--- config.mk ---
export PLATFORM = sky130hd
export DESIGN_NAME = pgpio_top
export DESIGN_NICKNAME = d
export VERILOG_FILES = /design/src/pgpio_pkg.sv /design/src/pgpio_port_if.sv /design/src/pgpio_top.sv /design/src/pgpio_port_pins.sv
export VERILOG_INCLUDE_DIRS = /design/src
export SDC_FILE = /design/constraint.sdc
export NUM_CORES = 1
export LEC_CHECK = 0
export ABC_AREA = 1
export BUFFER_PORTS_ARGS = -buffer_cell sky130_fd_sc_hd__buf_2
export CAP_MARGIN = 20
export CORE_MARGIN = 2
export CORE_UTILIZATION = 50
export DETAILED_ROUTE_END_ITERATION = 10
export GPL_ROUTABILITY_DRIVEN = 0
export GPL_TIMING_DRIVEN = 1
export PLACE_DENSITY = 0.82
export REMOVE_ABC_BUFFERS = 1
export SLEW_MARGIN = 20
export SYNTH_ARGS = -nofsm -noshare
export SYNTH_HDL_FRONTEND = slang
export SYNTH_SLANG_ARGS = --single-unit
--- constraint.sdc ---
create_clock -name REF_CLK -period 1.4 [get_ports REF_CLK]
set_input_delay 0 -clock REF_CLK [delete_from_list [all_inputs] [get_ports REF_CLK]]
set_output_delay 0 -clock REF_CLK [all_outputs]
set_load 0.01 [all_outputs]
--- src/pgpio_defs.svh ---
// Constants for the paged port 4..7 GPIO block
`ifndef PGPIO_DEFS_SVH
`define PGPIO_DEFS_SVH

// Register page that holds the port registers
`define PGPIO_PAGE_PORTS     8'h0F

// Port data register addresses
`define PGPIO_ADDR_DATA4     8'hC8
`define PGPIO_ADDR_DATA5     8'hD8
`define PGPIO_ADDR_DATA6     8'hE8
`define PGPIO_ADDR_DATA7     8'hF8

// Port output mode register addresses
`define PGPIO_ADDR_MODE4     8'h9C
`define PGPIO_ADDR_MODE5     8'h9D
`define PGPIO_ADDR_MODE6     8'h9E
`define PGPIO_ADDR_MODE7     8'h9F

// Reset values
`define PGPIO_DATA_RST       8'hFF
`define PGPIO_MODE_RST       8'h00
`define PGPIO_LEVEL_RST      8'hFF
`define PGPIO_RDATA_RST      8'h00
`define PGPIO_UNMAPPED_READ  8'h00

// Pins present behind each port, bit per pin
`define PGPIO_PRESENT_P4     8'hE0
`define PGPIO_PRESENT_FULL   8'hFF

// Geometry
`define PGPIO_NUM_PORTS      4
`define PGPIO_PORT_W         8
`define PGPIO_SEL_DATA_LSB   1
`define PGPIO_SEL_MODE_LSB   5

`endif

--- src/pgpio_pkg.sv ---
// Types shared by the paged port 4..7 GPIO block
package pgpio_pkg;

  typedef logic [7:0] pgpio_byte_t;

  // One-hot register select
  typedef enum logic [8:0] {
    SEL_NONE  = 9'h001,
    SEL_DATA4 = 9'h002,
    SEL_DATA5 = 9'h004,
    SEL_DATA6 = 9'h008,
    SEL_DATA7 = 9'h010,
    SEL_MODE4 = 9'h020,
    SEL_MODE5 = 9'h040,
    SEL_MODE6 = 9'h080,
    SEL_MODE7 = 9'h100
  } pgpio_sel_e;

endpackage

--- src/pgpio_port_if.sv ---
// Carrier between the register file and one port's pin logic
`timescale 1ns/100ps
interface pgpio_port_if;
  logic [7:0] data;
  logic [7:0] mode;
  logic       pu_dis;
  logic [7:0] level;

  modport regs (
    output data,
    output mode,
    output pu_dis,
    input  level
  );

  modport pins (
    input  data,
    input  mode,
    input  pu_dis,
    output level
  );
endinterface

--- src/pgpio_top.sv ---
// Paged GPIO ports 4..7: register file, page decode and pin instances
`timescale 1ns/100ps
`include "pgpio_defs.svh"

// What this block does
// - Normal port reads return the sampled pin level.
// - Read-modify-write reads return the stored data register instead.
// - Port four has pins only at bits five to seven.
// - Port registers respond only while register page select is 0x0F.
// - Push-pull: data 0 drives low, data 1 drives high.
// - Open-drain: data 0 drives low, data 1 releases the pin.
// - Mode bit 1 selects push-pull, 0 open-drain, per pin.
// - Every pin comes out of reset in open-drain drive.
// - Weak pull-ups on unless the global disable bit is set.
// - Data and mode registers exist even without bonded pins; absent bits read as zero.
module pgpio_top (
  // Clock and reset
  input  wire logic        REF_CLK,
  input  wire logic        RST_N,
  // Special-function register access
  input  wire logic [7:0]  SFR_PAGE,
  input  wire logic [7:0]  SFR_ADDR,
  input  wire logic        SFR_WR,
  input  wire logic [7:0]  SFR_WDATA,
  input  wire logic        SFR_RD,
  input  wire logic        SFR_RMW,
  output logic [7:0]       SFR_RDATA,
  output logic             SFR_RVALID,
  output logic             SFR_HIT,
  // Crossbar configuration
  input  wire logic        WEAK_PULLUP_DIS,
  // Port pins, bits 7:0 port 4 up to bits 31:24 port 7
  input  wire logic [31:0] PIN_IN,
  output logic [31:0]      PIN_OUT,
  output logic [31:0]      PIN_OE,
  output logic [31:0]      PULLUP_EN
);

  localparam int NP = `PGPIO_NUM_PORTS;
  localparam int PW = `PGPIO_PORT_W;

  // Address decode; outside the port page nothing here answers
  function automatic pgpio_pkg::pgpio_sel_e decode_sel(
    input logic [7:0] page,
    input logic [7:0] addr
  );
    pgpio_pkg::pgpio_sel_e sel;
    sel = pgpio_pkg::SEL_NONE;
    if (page == `PGPIO_PAGE_PORTS) begin
      case (addr)
        `PGPIO_ADDR_DATA4: sel = pgpio_pkg::SEL_DATA4;
        `PGPIO_ADDR_DATA5: sel = pgpio_pkg::SEL_DATA5;
        `PGPIO_ADDR_DATA6: sel = pgpio_pkg::SEL_DATA6;
        `PGPIO_ADDR_DATA7: sel = pgpio_pkg::SEL_DATA7;
        `PGPIO_ADDR_MODE4: sel = pgpio_pkg::SEL_MODE4;
        `PGPIO_ADDR_MODE5: sel = pgpio_pkg::SEL_MODE5;
        `PGPIO_ADDR_MODE6: sel = pgpio_pkg::SEL_MODE6;
        `PGPIO_ADDR_MODE7: sel = pgpio_pkg::SEL_MODE7;
        default:           sel = pgpio_pkg::SEL_NONE;
      endcase
    end
    return sel;
  endfunction

  // Mask of pins that physically exist on a port
  function automatic logic [7:0] present_mask(input int p);
    return (p == 0) ? `PGPIO_PRESENT_P4 : `PGPIO_PRESENT_FULL;
  endfunction

  pgpio_pkg::pgpio_sel_e sel;
  logic [8:0]            sel_bits;
  logic                  wr_any;
  logic                  rd_any;

  pgpio_pkg::pgpio_byte_t data_r   [NP];
  pgpio_pkg::pgpio_byte_t mode_r   [NP];
  pgpio_pkg::pgpio_byte_t data_rd  [NP];
  pgpio_pkg::pgpio_byte_t mode_rd  [NP];
  pgpio_pkg::pgpio_byte_t level_rd [NP];

  logic [NP-1:0] wr_data;
  logic [NP-1:0] wr_mode;
  logic [NP-1:0] hit_data;
  logic [NP-1:0] hit_mode;

  logic [7:0] rdata_nxt;
  logic [7:0] rdata_r;
  logic       rvalid_r;
  logic       hit_r;
  logic       hit_nxt;

  // Access qualifiers
  assign sel      = decode_sel(SFR_PAGE, SFR_ADDR);
  assign sel_bits = sel;
  assign wr_any   = SFR_WR;
  assign rd_any   = SFR_RD & ~SFR_WR;

  pgpio_port_if port_if [NP] ();

  genvar p;
  generate
    for (p = 0; p < NP; p = p + 1) begin : g_port
      // Per-port write strobes from the one-hot select
      assign hit_data[p] = sel_bits[`PGPIO_SEL_DATA_LSB + p];
      assign hit_mode[p] = sel_bits[`PGPIO_SEL_MODE_LSB + p];
      assign wr_data[p]  = wr_any & hit_data[p];
      assign wr_mode[p]  = wr_any & hit_mode[p];

      // Data and mode storage; exists whether or not pins are bonded
      always_ff @(posedge REF_CLK or negedge RST_N) begin
        if (!RST_N) begin
          data_r[p] <= `PGPIO_DATA_RST;
          mode_r[p] <= `PGPIO_MODE_RST; // Open-drain everywhere
        end else begin
          if (wr_data[p]) begin
            data_r[p] <= SFR_WDATA;
          end
          if (wr_mode[p]) begin
            mode_r[p] <= SFR_WDATA; // Bit per pin, 1 push-pull
          end
        end
      end

      // Read views, masked to existing pins
      assign data_rd[p] = data_r[p] & present_mask(p);
      assign mode_rd[p] = mode_r[p] & present_mask(p);
      assign level_rd[p] = port_if[p].level;

      // Connect register side of the carrier
      assign port_if[p].data   = data_r[p];
      assign port_if[p].mode   = mode_r[p];
      assign port_if[p].pu_dis = WEAK_PULLUP_DIS;

      // Pin logic for this port
      pgpio_port_pins #(
        .PRESENT (present_mask(p))
      ) u_pins (
        .clk       (REF_CLK),
        .rst_n     (RST_N),
        .port      (port_if[p]),
        .pin_in    (PIN_IN[p*PW +: PW]),
        .pin_out   (PIN_OUT[p*PW +: PW]),
        .pin_oe    (PIN_OE[p*PW +: PW]),
        .pullup_en (PULLUP_EN[p*PW +: PW])
      );
    end
  endgenerate

  // Read data select; only the read phase of read-modify-write sees the latch
  always_comb begin
    rdata_nxt = `PGPIO_UNMAPPED_READ;
    case (sel)
      pgpio_pkg::SEL_DATA4: rdata_nxt = SFR_RMW ? data_rd[0] : level_rd[0];
      pgpio_pkg::SEL_DATA5: rdata_nxt = SFR_RMW ? data_rd[1] : level_rd[1];
      pgpio_pkg::SEL_DATA6: rdata_nxt = SFR_RMW ? data_rd[2] : level_rd[2];
      pgpio_pkg::SEL_DATA7: rdata_nxt = SFR_RMW ? data_rd[3] : level_rd[3];
      pgpio_pkg::SEL_MODE4: rdata_nxt = mode_rd[0];
      pgpio_pkg::SEL_MODE5: rdata_nxt = mode_rd[1];
      pgpio_pkg::SEL_MODE6: rdata_nxt = mode_rd[2];
      pgpio_pkg::SEL_MODE7: rdata_nxt = mode_rd[3];
      default:              rdata_nxt = `PGPIO_UNMAPPED_READ;
    endcase
  end

  // Page and address hit, reported one cycle after any access
  assign hit_nxt = (SFR_RD | SFR_WR) & (sel != pgpio_pkg::SEL_NONE);

  // Registered read answer; data holds until the next read
  always_ff @(posedge REF_CLK or negedge RST_N) begin
    if (!RST_N) begin
      rdata_r  <= `PGPIO_RDATA_RST;
      rvalid_r <= 1'b0;
      hit_r    <= 1'b0;
    end else begin
      rvalid_r <= rd_any;
      hit_r    <= hit_nxt;
      if (rd_any) begin
        rdata_r <= rdata_nxt;
      end
    end
  end

  assign SFR_RDATA  = rdata_r;
  assign SFR_RVALID = rvalid_r;
  assign SFR_HIT    = hit_r;

endmodule

--- src/pgpio_port_pins.sv ---
// Pin side of one byte-wide port: input sampling, drive and pull-up
`timescale 1ns/100ps
`include "pgpio_defs.svh"
module pgpio_port_pins #(
  parameter logic [7:0] PRESENT = `PGPIO_PRESENT_FULL
) (
  // Clock and reset
  input  wire logic     clk,
  input  wire logic     rst_n,
  // Register side
  pgpio_port_if.pins    port,
  // Pin side
  input  wire logic [7:0] pin_in,
  output logic [7:0]      pin_out,
  output logic [7:0]      pin_oe,
  output logic [7:0]      pullup_en
);

  logic [7:0] sync1_r;
  logic [7:0] sync2_r;
  logic [7:0] sync3_r;
  logic [7:0] level_r;
  logic [7:0] level_nxt;
  logic [7:0] out_nxt;
  logic [7:0] oe_nxt;
  logic [7:0] pu_nxt;

  // Three-stage sampler; sync1 feeds only sync2
  always_ff @(posedge clk or negedge rst_n) begin
    if (!rst_n) begin
      sync1_r <= `PGPIO_LEVEL_RST;
      sync2_r <= `PGPIO_LEVEL_RST;
      sync3_r <= `PGPIO_LEVEL_RST;
    end else begin
      sync1_r <= pin_in;
      sync2_r <= sync1_r;
      sync3_r <= sync2_r;
    end
  end

  // Level moves only when stages two and three agree; input path never gated
  genvar i;
  generate
    for (i = 0; i < `PGPIO_PORT_W; i = i + 1) begin : g_bit
      assign level_nxt[i] = (sync2_r[i] == sync3_r[i]) ? sync3_r[i] : level_r[i];
      // Push-pull drives the data bit both ways
      // Open-drain pulls low on 0 and releases on 1
      assign out_nxt[i] = PRESENT[i] & port.mode[i] & port.data[i];
      assign oe_nxt[i]  = PRESENT[i] & (port.mode[i] | ~port.data[i]);
    end
  endgenerate

  // Pull-ups follow the global disable only
  assign pu_nxt = PRESENT & {`PGPIO_PORT_W{~port.pu_dis}};

  // Absent pins read as zero
  assign port.level = level_r & PRESENT;

  // Registered pin controls; reset leaves every pin released, pull-ups on
  always_ff @(posedge clk or negedge rst_n) begin
    if (!rst_n) begin
      level_r   <= `PGPIO_LEVEL_RST;
      pin_out   <= `PGPIO_MODE_RST;
      pin_oe    <= `PGPIO_MODE_RST;
      pullup_en <= PRESENT;
    end else begin
      level_r   <= level_nxt;
      pin_out   <= out_nxt;
      pin_oe    <= oe_nxt;
      pullup_en <= pu_nxt;
    end
  end

endmodule

After elaboration in Yosys (flattened, before gate mapping) --
Index checks and enable logic that the tools add are counted.
Word-level totals: flip-flop bits (word level) 253, output and inout bits 106
Operators by class: equality and inequality tests 45, mux-type cells 7, bitwise gates (word level) 94
Operators with widths (count):
- case mux 9 bit (8 select lines) | 1
- == test 8 bit, second input constant | 8
- case mux 8 bit (8 select lines) | 1
- AND 1 bit | 37
- 2-to-1 mux 8 bit | 4
- inverter 1 bit | 29
- bitwise OR 1 bit | 28
- == test 1 bit | 27
- == test 9 x 2 -> 1 bit, second input constant | 1
- == test 9 x 3 -> 1 bit, second input constant | 1
- == test 9 x 4 -> 1 bit, second input constant | 1
- == test 9 x 5 -> 1 bit, second input constant | 1
- == test 9 x 6 -> 1 bit, second input constant | 1
- == test 9 x 7 -> 1 bit, second input constant | 1
- == test 9 x 8 -> 1 bit, second input constant | 1
- == test 9 bit, second input constant | 1
- 2-to-1 mux 9 bit | 1
- inequality test 9 x 1 -> 1 bit, second input constant | 1
- == test 8 x 4 -> 1 bit, second input constant | 1

Longest topological paths before layout --
Gate-level depths: netlist of the first run.
depth after elaboration 5, mapped depth 12

Hierarchy --
Synthesis of the first run repeated with hierarchy kept, for this count alone.
Second synthesis, totals: cells, all modules 958, area total of the unflattened synthesis 9377.7 um2
By module, submodules not included:
- pgpio_port_pins (g_port[1].u_pins ...) | instances 3, cells each 121, area an instance 1574.0 um2, sequential area each 1267.5 um2
- pgpio_top | instances 1, cells each 528, area an instance 3897.5 um2, sequential area each 1891.8 um2
- pgpio_port_pins (g_port[0].u_pins) | instances 1, cells each 67, area an instance 758.2 um2, sequential area each 491.7 um2

Least setup slack after synthesis of the first run --
OpenSTA, ideal clock, no wires.
path type input -> register, start point input port SFR_PAGE[7], end point register rdata_r[0] (netlist: SFR_RDATA[0]), library setup time 0.065 ns, data arrival time 1.050 ns, required time 1.335 ns, path slack 0.285 ns, cell stages on the path 11, buffers on the path 2, path through nor2_1 -> nand2_1 -> nor2_2 -> buf_4 -> buf_2 -> nand4_1 -> nand2_1 -> nor2_1 -> nand2_1 -> nand2_1 -> nand2_1
On the way: cells in the longest elaborated chain, start to end 4, elaborated cells between the ends (all ways) 11, classes of those cells eq/ne (9); mux (2)
RTL lines:
- start: declaration | RTL line pgpio_top.sv:21 | input wire logic [7:0] SFR_PAGE,
- == test 8 x 4 -> 1 bit (no source line) (*)
- 2-to-1 mux 9 bit (*) | RTL line pgpio_top.sv:49 | if (page == `PGPIO_PAGE_PORTS) begin
- == test 9 bit (tied with other cells) | RTL line pgpio_top.sv:152 | case (sel)
- case mux 8 bit (8 select lines) (*) | RTL line pgpio_top.sv:152
- end signal: assignment | RTL line pgpio_top.sv:171 | rdata_r <= `PGPIO_RDATA_RST;
- end signal: assignment | RTL line pgpio_top.sv:178 | rdata_r <= rdata_nxt;
- end: declaration | RTL line pgpio_top.sv:87 | logic [7:0] rdata_r;
Mark *: on every way between the ends. The rest lies on a longest branch, timed or not. A chain may end at the register's enable or synchronous reset.

Worst setup path after layout of the first run --
start point register, netlist name g_port[3].u_pins.pullup_en[0], end point output port PULLUP_EN[26]
RTL lines:
- end: declaration | RTL line pgpio_top.sv:36 | output logic [31:0] PULLUP_EN
No word-level cell between the ends.

==> results of run 1 <==
[logic make-up after synthesis]
family	synth area share, %
simple gates	15.5
flops	66.5
buf+inv	9.76
compound gates	4.85
fa+ha+maj	3.07
mux	0.242
other cells	0.0427
[through the flow]
stage / utilization (%) / instances / total power [mW] / hold WS (ns)
after floorplan: - / 756 / 7.32 / -0.296
after global placement: 56.6 / 1158 / 7.75 / -0.0393
after detailed placement: 56.6 / 1158 / 7.78 / -0.0389
after CTS: 63.5 / 1242 / 14.1 / 0.00722
after global routing: 63.5 / 1242 / 14.5 / 0.0396
final: 63.5 / 1242 / 14.0 / 0.0265
[state kept, by name, summed over array words and instances, names as in the netlist]
name	count
SFR_HIT	1
SFR_RDATA	8
SFR_RVALID	1
g_port.u_pins.level_r	3
g_port.u_pins.pin_oe	27
g_port.u_pins.pin_out	27
g_port.u_pins.port.level	24
g_port.u_pins.pullup_en	1
g_port.u_pins.sync1_r	27
g_port.u_pins.sync2_r	27
g_port.u_pins.sync3_r	27
port_if.data	27
port_if.mode	27
[where the power goes]
part           total, mW  switching (mW)  leakage, nW  internal [mW]
registers           7.04           0.111         2.47           6.92
clock network       6.20            2.43        0.383           3.78
logic              0.737           0.424         2.34          0.312
[cells in the mapped netlist]
cell type and n:
nand2_1 203, dfstp_2 136, inv_1 104, dfrtp_1 91, o21ai_0 61, nand4_1 49
buf_4 47, maj3_1 27, o21ai_1 21, nor2_1 20, buf_2 8, clkbuf_1 7
nor2_2 5, buf_6 4, nand3_1 4, nor2_4 4, nand2_2 3, nand3_2 2
nand4_2 2, nor4_2 2, a21oi_2 1, a22oi_1 1, clkinv_1 1, conb_1 1
mux2_2 1, mux2i_1 1, nand3b_2 1, nand4_4 1
[metal layers]
metal	track usage (%)	vias to the layer above	wire length [um]
li1	-	2890	-
met1	28.1	2983	7960
met2	36.1	295	9380
met3	4.44	63	1530
met4	8.04	0	627
met5	0	-	0
[placed cells by master (no fill, tap or decap), types with 2 or more instances in the layout]
cell	count
nor2_4	5
buf_12	9
dlygate4sd3_1	42
nand3_1	4
bufinv_16	2
clkbuf_16	23
nor2_1	20
conb_1	15
inv_1	104
nand4_2	2
dfstp_2	135
nor2_2	4
clkbuf_1	7
o21ai_1	21
nand3_2	2
nor4_2	2
maj3_1	27
nand2_1	203
nand4_1	49
buf_2	146
o21ai_0	61
nand2_2	3
clkinv_2	2
clkbuf_8	7
dfrtp_1	91
buf_4	21
[how the worst min path moves through the flow]
stage / to / slack, ns / cells after the start
2_1_floorplan: SFR_HIT / -0.30 / 0
3_3_place_gp: g_port[1].u_pins.pin_out[1] / -0.04 / 1
3_5_place_dp: g_port[1].u_pins.pin_out[1] / -0.04 / 1
4_1_cts: g_port[1].u_pins.pin_out[1] / 0.007 / 2
5_1_grt: g_port[1].u_pins.pin_out[1] / 0.04 / 2
6_report: port_if[1].mode[0] / 0.03 / 2
[what timing repair did]
action | in CTS | in global routing
hold buffers | 42 | 0
setup endpoints to repair | 27 | 27
endpoints found under the hold margin | 247 | 0
setup buffers | 0 | 0
resized for setup | 1 | 0
[final cells by class]
type                       instances  area [um^2]
inverter                         105          394
fill                            1310         6280
clock inverter                     5         78.8
timing repair buffer             219         1500
tap                              225          282
sequential                       227         5850
clock buffer                      37          698
multi-input combinational        424         2140
==> out/metrics.csv, run 1 <==
stage,metric,value,unit
layout,antennaDiodeCount,0,
clock_tree,numCtsBuffers,23,
clock_tree,clock_latency,0.51,ns
timing,slew_violations,0,
placement,portBuffers,147,
power,p_per_area,1280,nW/um^2
layout,fin_area,11000,um^2
worst_setup_path,rrSetupSlack,0.08,ns
synthesis,avgSynthCellArea,10.9,um^2
timing,finalCritPeriodShare,99.9,%
placement,post-place-ws,-0.0371,ns
drt,detail-route-antenna-nets,0,
global_route,grt_overflow,0,
floorplanning,num_rows,48,
floorplanning,die_y,137,um
timing,max_freq,715,MHz
synthesis,ys_seq_area_share,66.5,%
global_route,grt_pass1_wl,31600,um
worst_setup_path,cp.depth,1,
worst_setup_path,worst_r2r_path_depth,8,
layout,final_layout_size_suffix_gt1_share,36.4,%
placement,post_dp_cell_area,9750,um^2
timing,setup_viol,0,
worst_setup_path,path_cells,buf_2,
worst_setup_path,required,1.40,ns
global_route,grt_pass1_vias,6446,
drt,vias,6231,
clock_tree,clk_root_buffer_cell,clkbuf_16,
floorplanning,fp.dieArea,18700,um^2
synthesis,yosysWarnings,0,
drt,dr.pass1.iters,5,
timing,setup_ws,0.00187,ns
synthesis,yosys-top-cells-area,"dfstp_2 41%, dfrtp_1 26%, nand2_1 8.7%",
power,p_leak,5.20,nW
clock_tree,clockBufferDepth,3,
worst_setup_path,worstPathArrival,1.40,ns
drt,drcViolationCount,0,
timing,fin_setup_tns,0,ns
floorplanning,die_width,137,um
drt,post_drt_wl_per_cell,15.7,um
synthesis,yosysTopAreaCellShare,40.6,%
timing,rsz0062_at_grt,yes,
drt,routed_via_density,5.02,
timing,fin_worst_skew,0.0108,ns
timing,hold_violations,0,
clock_tree,cts_tree,yes,
worst_setup_path,r2r-end,SFR_RDATA[7],
synthesis,ys_types,28,
layout,area_delta_synth_final,24.6,%
global_route,grt_max_degree,58,
worst_setup_path,critPathKind,flip-flop to output port,
floorplanning,start_util,51.0,%
synthesis,postSynthCellCount,808,
global_route,track_usage,21.7,%
synthesis,yosys.area.top_type,dfstp_2,
worst_hold_path,hold_class,primary input to async pin,
clock_tree,cts.sinks,227,
global_route,antenna_found_initial,0,
worst_setup_path,cp-end-kind,output port,
drt,wirelength,19500,um
worst_setup_path,crit_buf_inv,1,
clock_tree,clk_pin_slew,0.06,ns
worst_setup_path,r2r_start,g_port[3].u_pins.port.level[7],
layout,nNetsFinal,1062,
floorplanning,core_area,17200,um^2
floorplanning,io-pin-count,168,
worst_setup_path,cp-startpoint,g_port[3].u_pins.pullup_en[0],
status,status,completed,
synthesis,synth-seq-cells,227,
synthesis,synthesis.area,8790,um^2
worst_setup_path,slowest_delay,0.72,ns
worst_setup_path,cp_max_fo,27,
clock_tree,htree_levels,1,
worst_setup_path,start_kind,flip-flop,
worst_setup_path,critPathTopFamily,flip-flops,
placement,post-dp-hpwl,13300,um
flow_run,cap_violations,0,
drt,initialDrtViolationCount,497,
power,irDropWorstVdd,0.00103,V
worst_setup_path,cp_slowest_cell,dfstp_4,
worst_setup_path,critical_path.endpoint,PULLUP_EN[26],
timing,final.min_clock_period,1.40,ns
Note: power is estimated with default switching activity, not from simulation.
==> run 2: changes to the inputs <==
--- a/config.mk
+++ b/config.mk
@@ -9,14 +9,16 @@
 export ABC_AREA = 1
 export BUFFER_PORTS_ARGS = -buffer_cell sky130_fd_sc_hd__buf_2
 export CAP_MARGIN = 20
+export CELL_PAD_IN_SITES_DETAIL_PLACEMENT = 1
+export CELL_PAD_IN_SITES_GLOBAL_PLACEMENT = 2
 export CORE_MARGIN = 2
-export CORE_UTILIZATION = 50
+export CORE_UTILIZATION = 35
 export DETAILED_ROUTE_END_ITERATION = 10
 export GPL_ROUTABILITY_DRIVEN = 0
 export GPL_TIMING_DRIVEN = 1
-export PLACE_DENSITY = 0.82
+export PLACE_DENSITY = 0.88
 export REMOVE_ABC_BUFFERS = 1
-export SLEW_MARGIN = 20
+export SLEW_MARGIN = 0
 export SYNTH_ARGS = -nofsm -noshare
 export SYNTH_HDL_FRONTEND = slang
 export SYNTH_SLANG_ARGS = --single-unit
==> constraint.sdc (replaced) <==
create_clock -name REF_CLK -period 1.36 [get_ports REF_CLK]
set_input_delay 0 -clock REF_CLK [delete_from_list [all_inputs] [get_ports REF_CLK]]
set_output_delay 0 -clock REF_CLK [all_outputs]
set_load 0.01 [all_outputs]
==> run 2 against run 1 <==
  * The flow now finishes with violations (negative setup slack)
  * Core utilization is 18 points lower
  * Worst hold slack better by 0.0087 ns
  * Highest routed layer unchanged
  * Combinational power is 8.7% higher
  * Worst setup slack worse by 0.058 ns
  * Via count is 0.39% higher
==> out/metrics.csv, run 2 (synthesis results as in run 1) <==
stage,metric,value,unit,change
layout,antennaDiodeCount,0,,unchanged
placement,post_dp_cell_area,10000,um^2,was 9750 um^2
power,irDropWorstVdd,0.000809,V,was 0.00103 V
clock_tree,clockBufferDepth,3,,unchanged
drt,wirelength,22500,um,was 19500 um
global_route,grt_use_met1,23.7,%,was 28.1%
clock_tree,cts_tree,yes,,unchanged
layout,fillers,2774,,was 1310
global_route,grt_overflow,0,,unchanged
layout,final_cell_mix,"203 x nand2_1, 146 x buf_2, 135 x dfstp_2, 104 x inv_1, 91 x dfrtp_1",,unchanged
flow_run,cap_violations,0,,unchanged
timing,fin_worst_skew,0.0117,ns,was 0.0108 ns
global_route,track_usage,17.6,%,was 21.7%
drt,dr.pass1.iters,4,,was 5
layout,nNetsFinal,1077,,was 1062
drt,initialDrtViolationCount,283,,was 497
worst_setup_path,rrSetupSlack,0.07,ns,was 0.08 ns
worst_setup_path,worstPathArrival,1.42,ns,was 1.40 ns
global_route,grt_pass1_wl,36500,um,was 31600 um
timing,hold_violations,0,,unchanged
layout,fin_area,11300,um^2,was 11000 um^2
clock_tree,post_cts_buffers,0,,unchanged
status,status,"complete, but fails checks",,was completed
timing,final.min_clock_period,1.42,ns,
timing,setup_ws,-0.0558,ns,was 0.00187 ns
timing,rsz0062_at_grt,yes,,unchanged
placement,post-dp-hpwl,15900,um,was 13300 um
global_route,grt_use_met2,29.6,%,was 36.1%
layout,final_layout_size_suffix_gt1_share,38.2,%,was 36.4%
global_route,antenna_found_initial,0,,unchanged
clock_tree,clk_root_buffer_cell,clkbuf_16,,unchanged
worst_setup_path,cp-end-kind,output port,,unchanged
global_route,grt_use_met3,2.62,%,was 4.44%
clock_tree,clk_pin_slew,0.06,ns,about the same
floorplanning,num_rows,58,,was 48
drt,routed_via_density,4.58,,was 5.02
timing,slew_violations,0,,unchanged
power,p_leak,5.34,nW,was 5.20 nW
drt,detail-route-antenna-nets,0,,unchanged
global_route,grt_max_degree,43,,was 58
timing,setup_viol,27,,was 0
worst_setup_path,slowest_delay,0.71,ns,was 0.72 ns
global_route,top_usage_layer,met2,,unchanged
layout,mostFrequentLayoutCell,nand2_1,,unchanged
floorplanning,fp.dieArea,26400,um^2,was 18700 um^2
worst_setup_path,path_cells,buf_2,,unchanged
power,p_per_area,1350,nW/um^2,was 1280 nW/um^2
worst_setup_path,cp_max_fo,27,,unchanged
clock_tree,clock_latency,0.53,ns,was 0.51 ns
status,failed_checks,negative setup slack,,
worst_hold_path,hold_class,primary input to flip-flop,,was primary input to async pin
drt,vias,6255,,was 6231
worst_setup_path,critPathKind,flip-flop to output port,,unchanged
worst_setup_path,critPathTopFamily,flip-flops,,unchanged
timing,finalCritPeriodShare,104,%,
worst_setup_path,cp_slowest_cell,dfstp_4,,unchanged
worst_setup_path,start_kind,flip-flop,,unchanged
global_route,grt_pass1_vias,6690,,was 6446
floorplanning,start_util,35.3,%,was 51.0%
floorplanning,core_area,24900,um^2,was 17200 um^2
worst_setup_path,crit_buf_inv,1,,unchanged
clock_tree,numCtsBuffers,26,,was 23
drt,post_drt_wl_per_cell,16.5,um,was 15.7 um
power,total_power,15.4,mW,was 14.0 mW
placement,portBuffers,147,,unchanged
clock_tree,htree_levels,1,,unchanged
floorplanning,io-pin-count,168,,unchanged
floorplanning,die_y,162,um,was 137 um
timing,max_freq,706,MHz,
worst_setup_path,required,1.36,ns,was 1.40 ns
layout,area_delta_synth_final,28.9,%,was 24.6%
drt,drcViolationCount,0,,unchanged
clock_tree,cts.sinks,227,,unchanged
floorplanning,die_width,162,um,was 137 um
-- run 2: area by class of cell --
class	instances	area, um^2	area share, %
Multi-Input combinational cell	424	2140	18.9
Timing Repair Buffer	231	1610	14.2
Clock inverter	14	186	1.64
Sequential cell	227	5850	51.6
Clock buffer	34	731	6.45
Tap cell	330	413	3.64
Inverter	105	394	3.48
-- run 2: stage by stage --
stage	worst slack, ns	utilization, %	setup TNS (ns)	hold WS (ns)	cells
finish	-0.0558	45.5	-1.37	0.0352	1365
global route	-0.119	45.5	-2.96	0.0635	1365
CTS	-0.0885	45.5	-2.23	0.0165	1365
detailed placement	-0.0487	40.2	-0.421	-0.0717	1277
global placement	0.0116	40.2	0	-0.0716	1277
floorplan	-0.889	-	-50.16	-0.296	756
-- run 2: report_power, final --
| part | internal (mW) | total [mW] | switching [mW] |
|---|---|---|---|
| sequential | 7.13 | 7.24 | 0.113 |
| clock | 4.54 | 7.31 | 2.77 |
| combinational | 0.335 | 0.801 | 0.466 |
| total | 12.0 | 15.4 | 3.35 |
-- run 2: per-layer routing --
layer  vias to the layer above  wire length (um)
met1                      3131              9800
met2                       174             10800
li1                       2917                 -
met3                        33              1290
met4                         0               553
met5                         -                 0
-- run 2: worst reg2reg max path: cells and delay by family (launching register included) --
kind                   cells  cell delay (ns)
flip-flops                 1             0.53
AO/OA/AOI/OAI              2             0.31
AND/OR/NAND/NOR            4             0.29
buffers and inverters      2             0.09
-- run 2: timing repair --
item,in CTS,in global routing
endpoints found under the hold margin,288,0
hold buffers,40,0
endpoints found under the setup margin,27,31
resized for setup,1,9
-- run 2: worst paths after layout --
kind                                               end  cells past startpoint                           start
min in group asynchronous  g_port[2].u_pins.sync1_r[4]                      2                           RST_N
setup reg to reg                          SFR_RDATA[3]                      8  g_port[2].u_pins.port.level[3]
hold / removal                      port_if[0].data[5]                      5                     SFR_ADDR[4]
max in group asynchronous  g_port[2].u_pins.pin_out[1]                      3                           RST_N
hold reg to reg            g_port[3].u_pins.sync2_r[4]                      0     g_port[3].u_pins.sync1_r[4]
setup / recovery                         PULLUP_EN[16]                      1   g_port[3].u_pins.pullup_en[0]
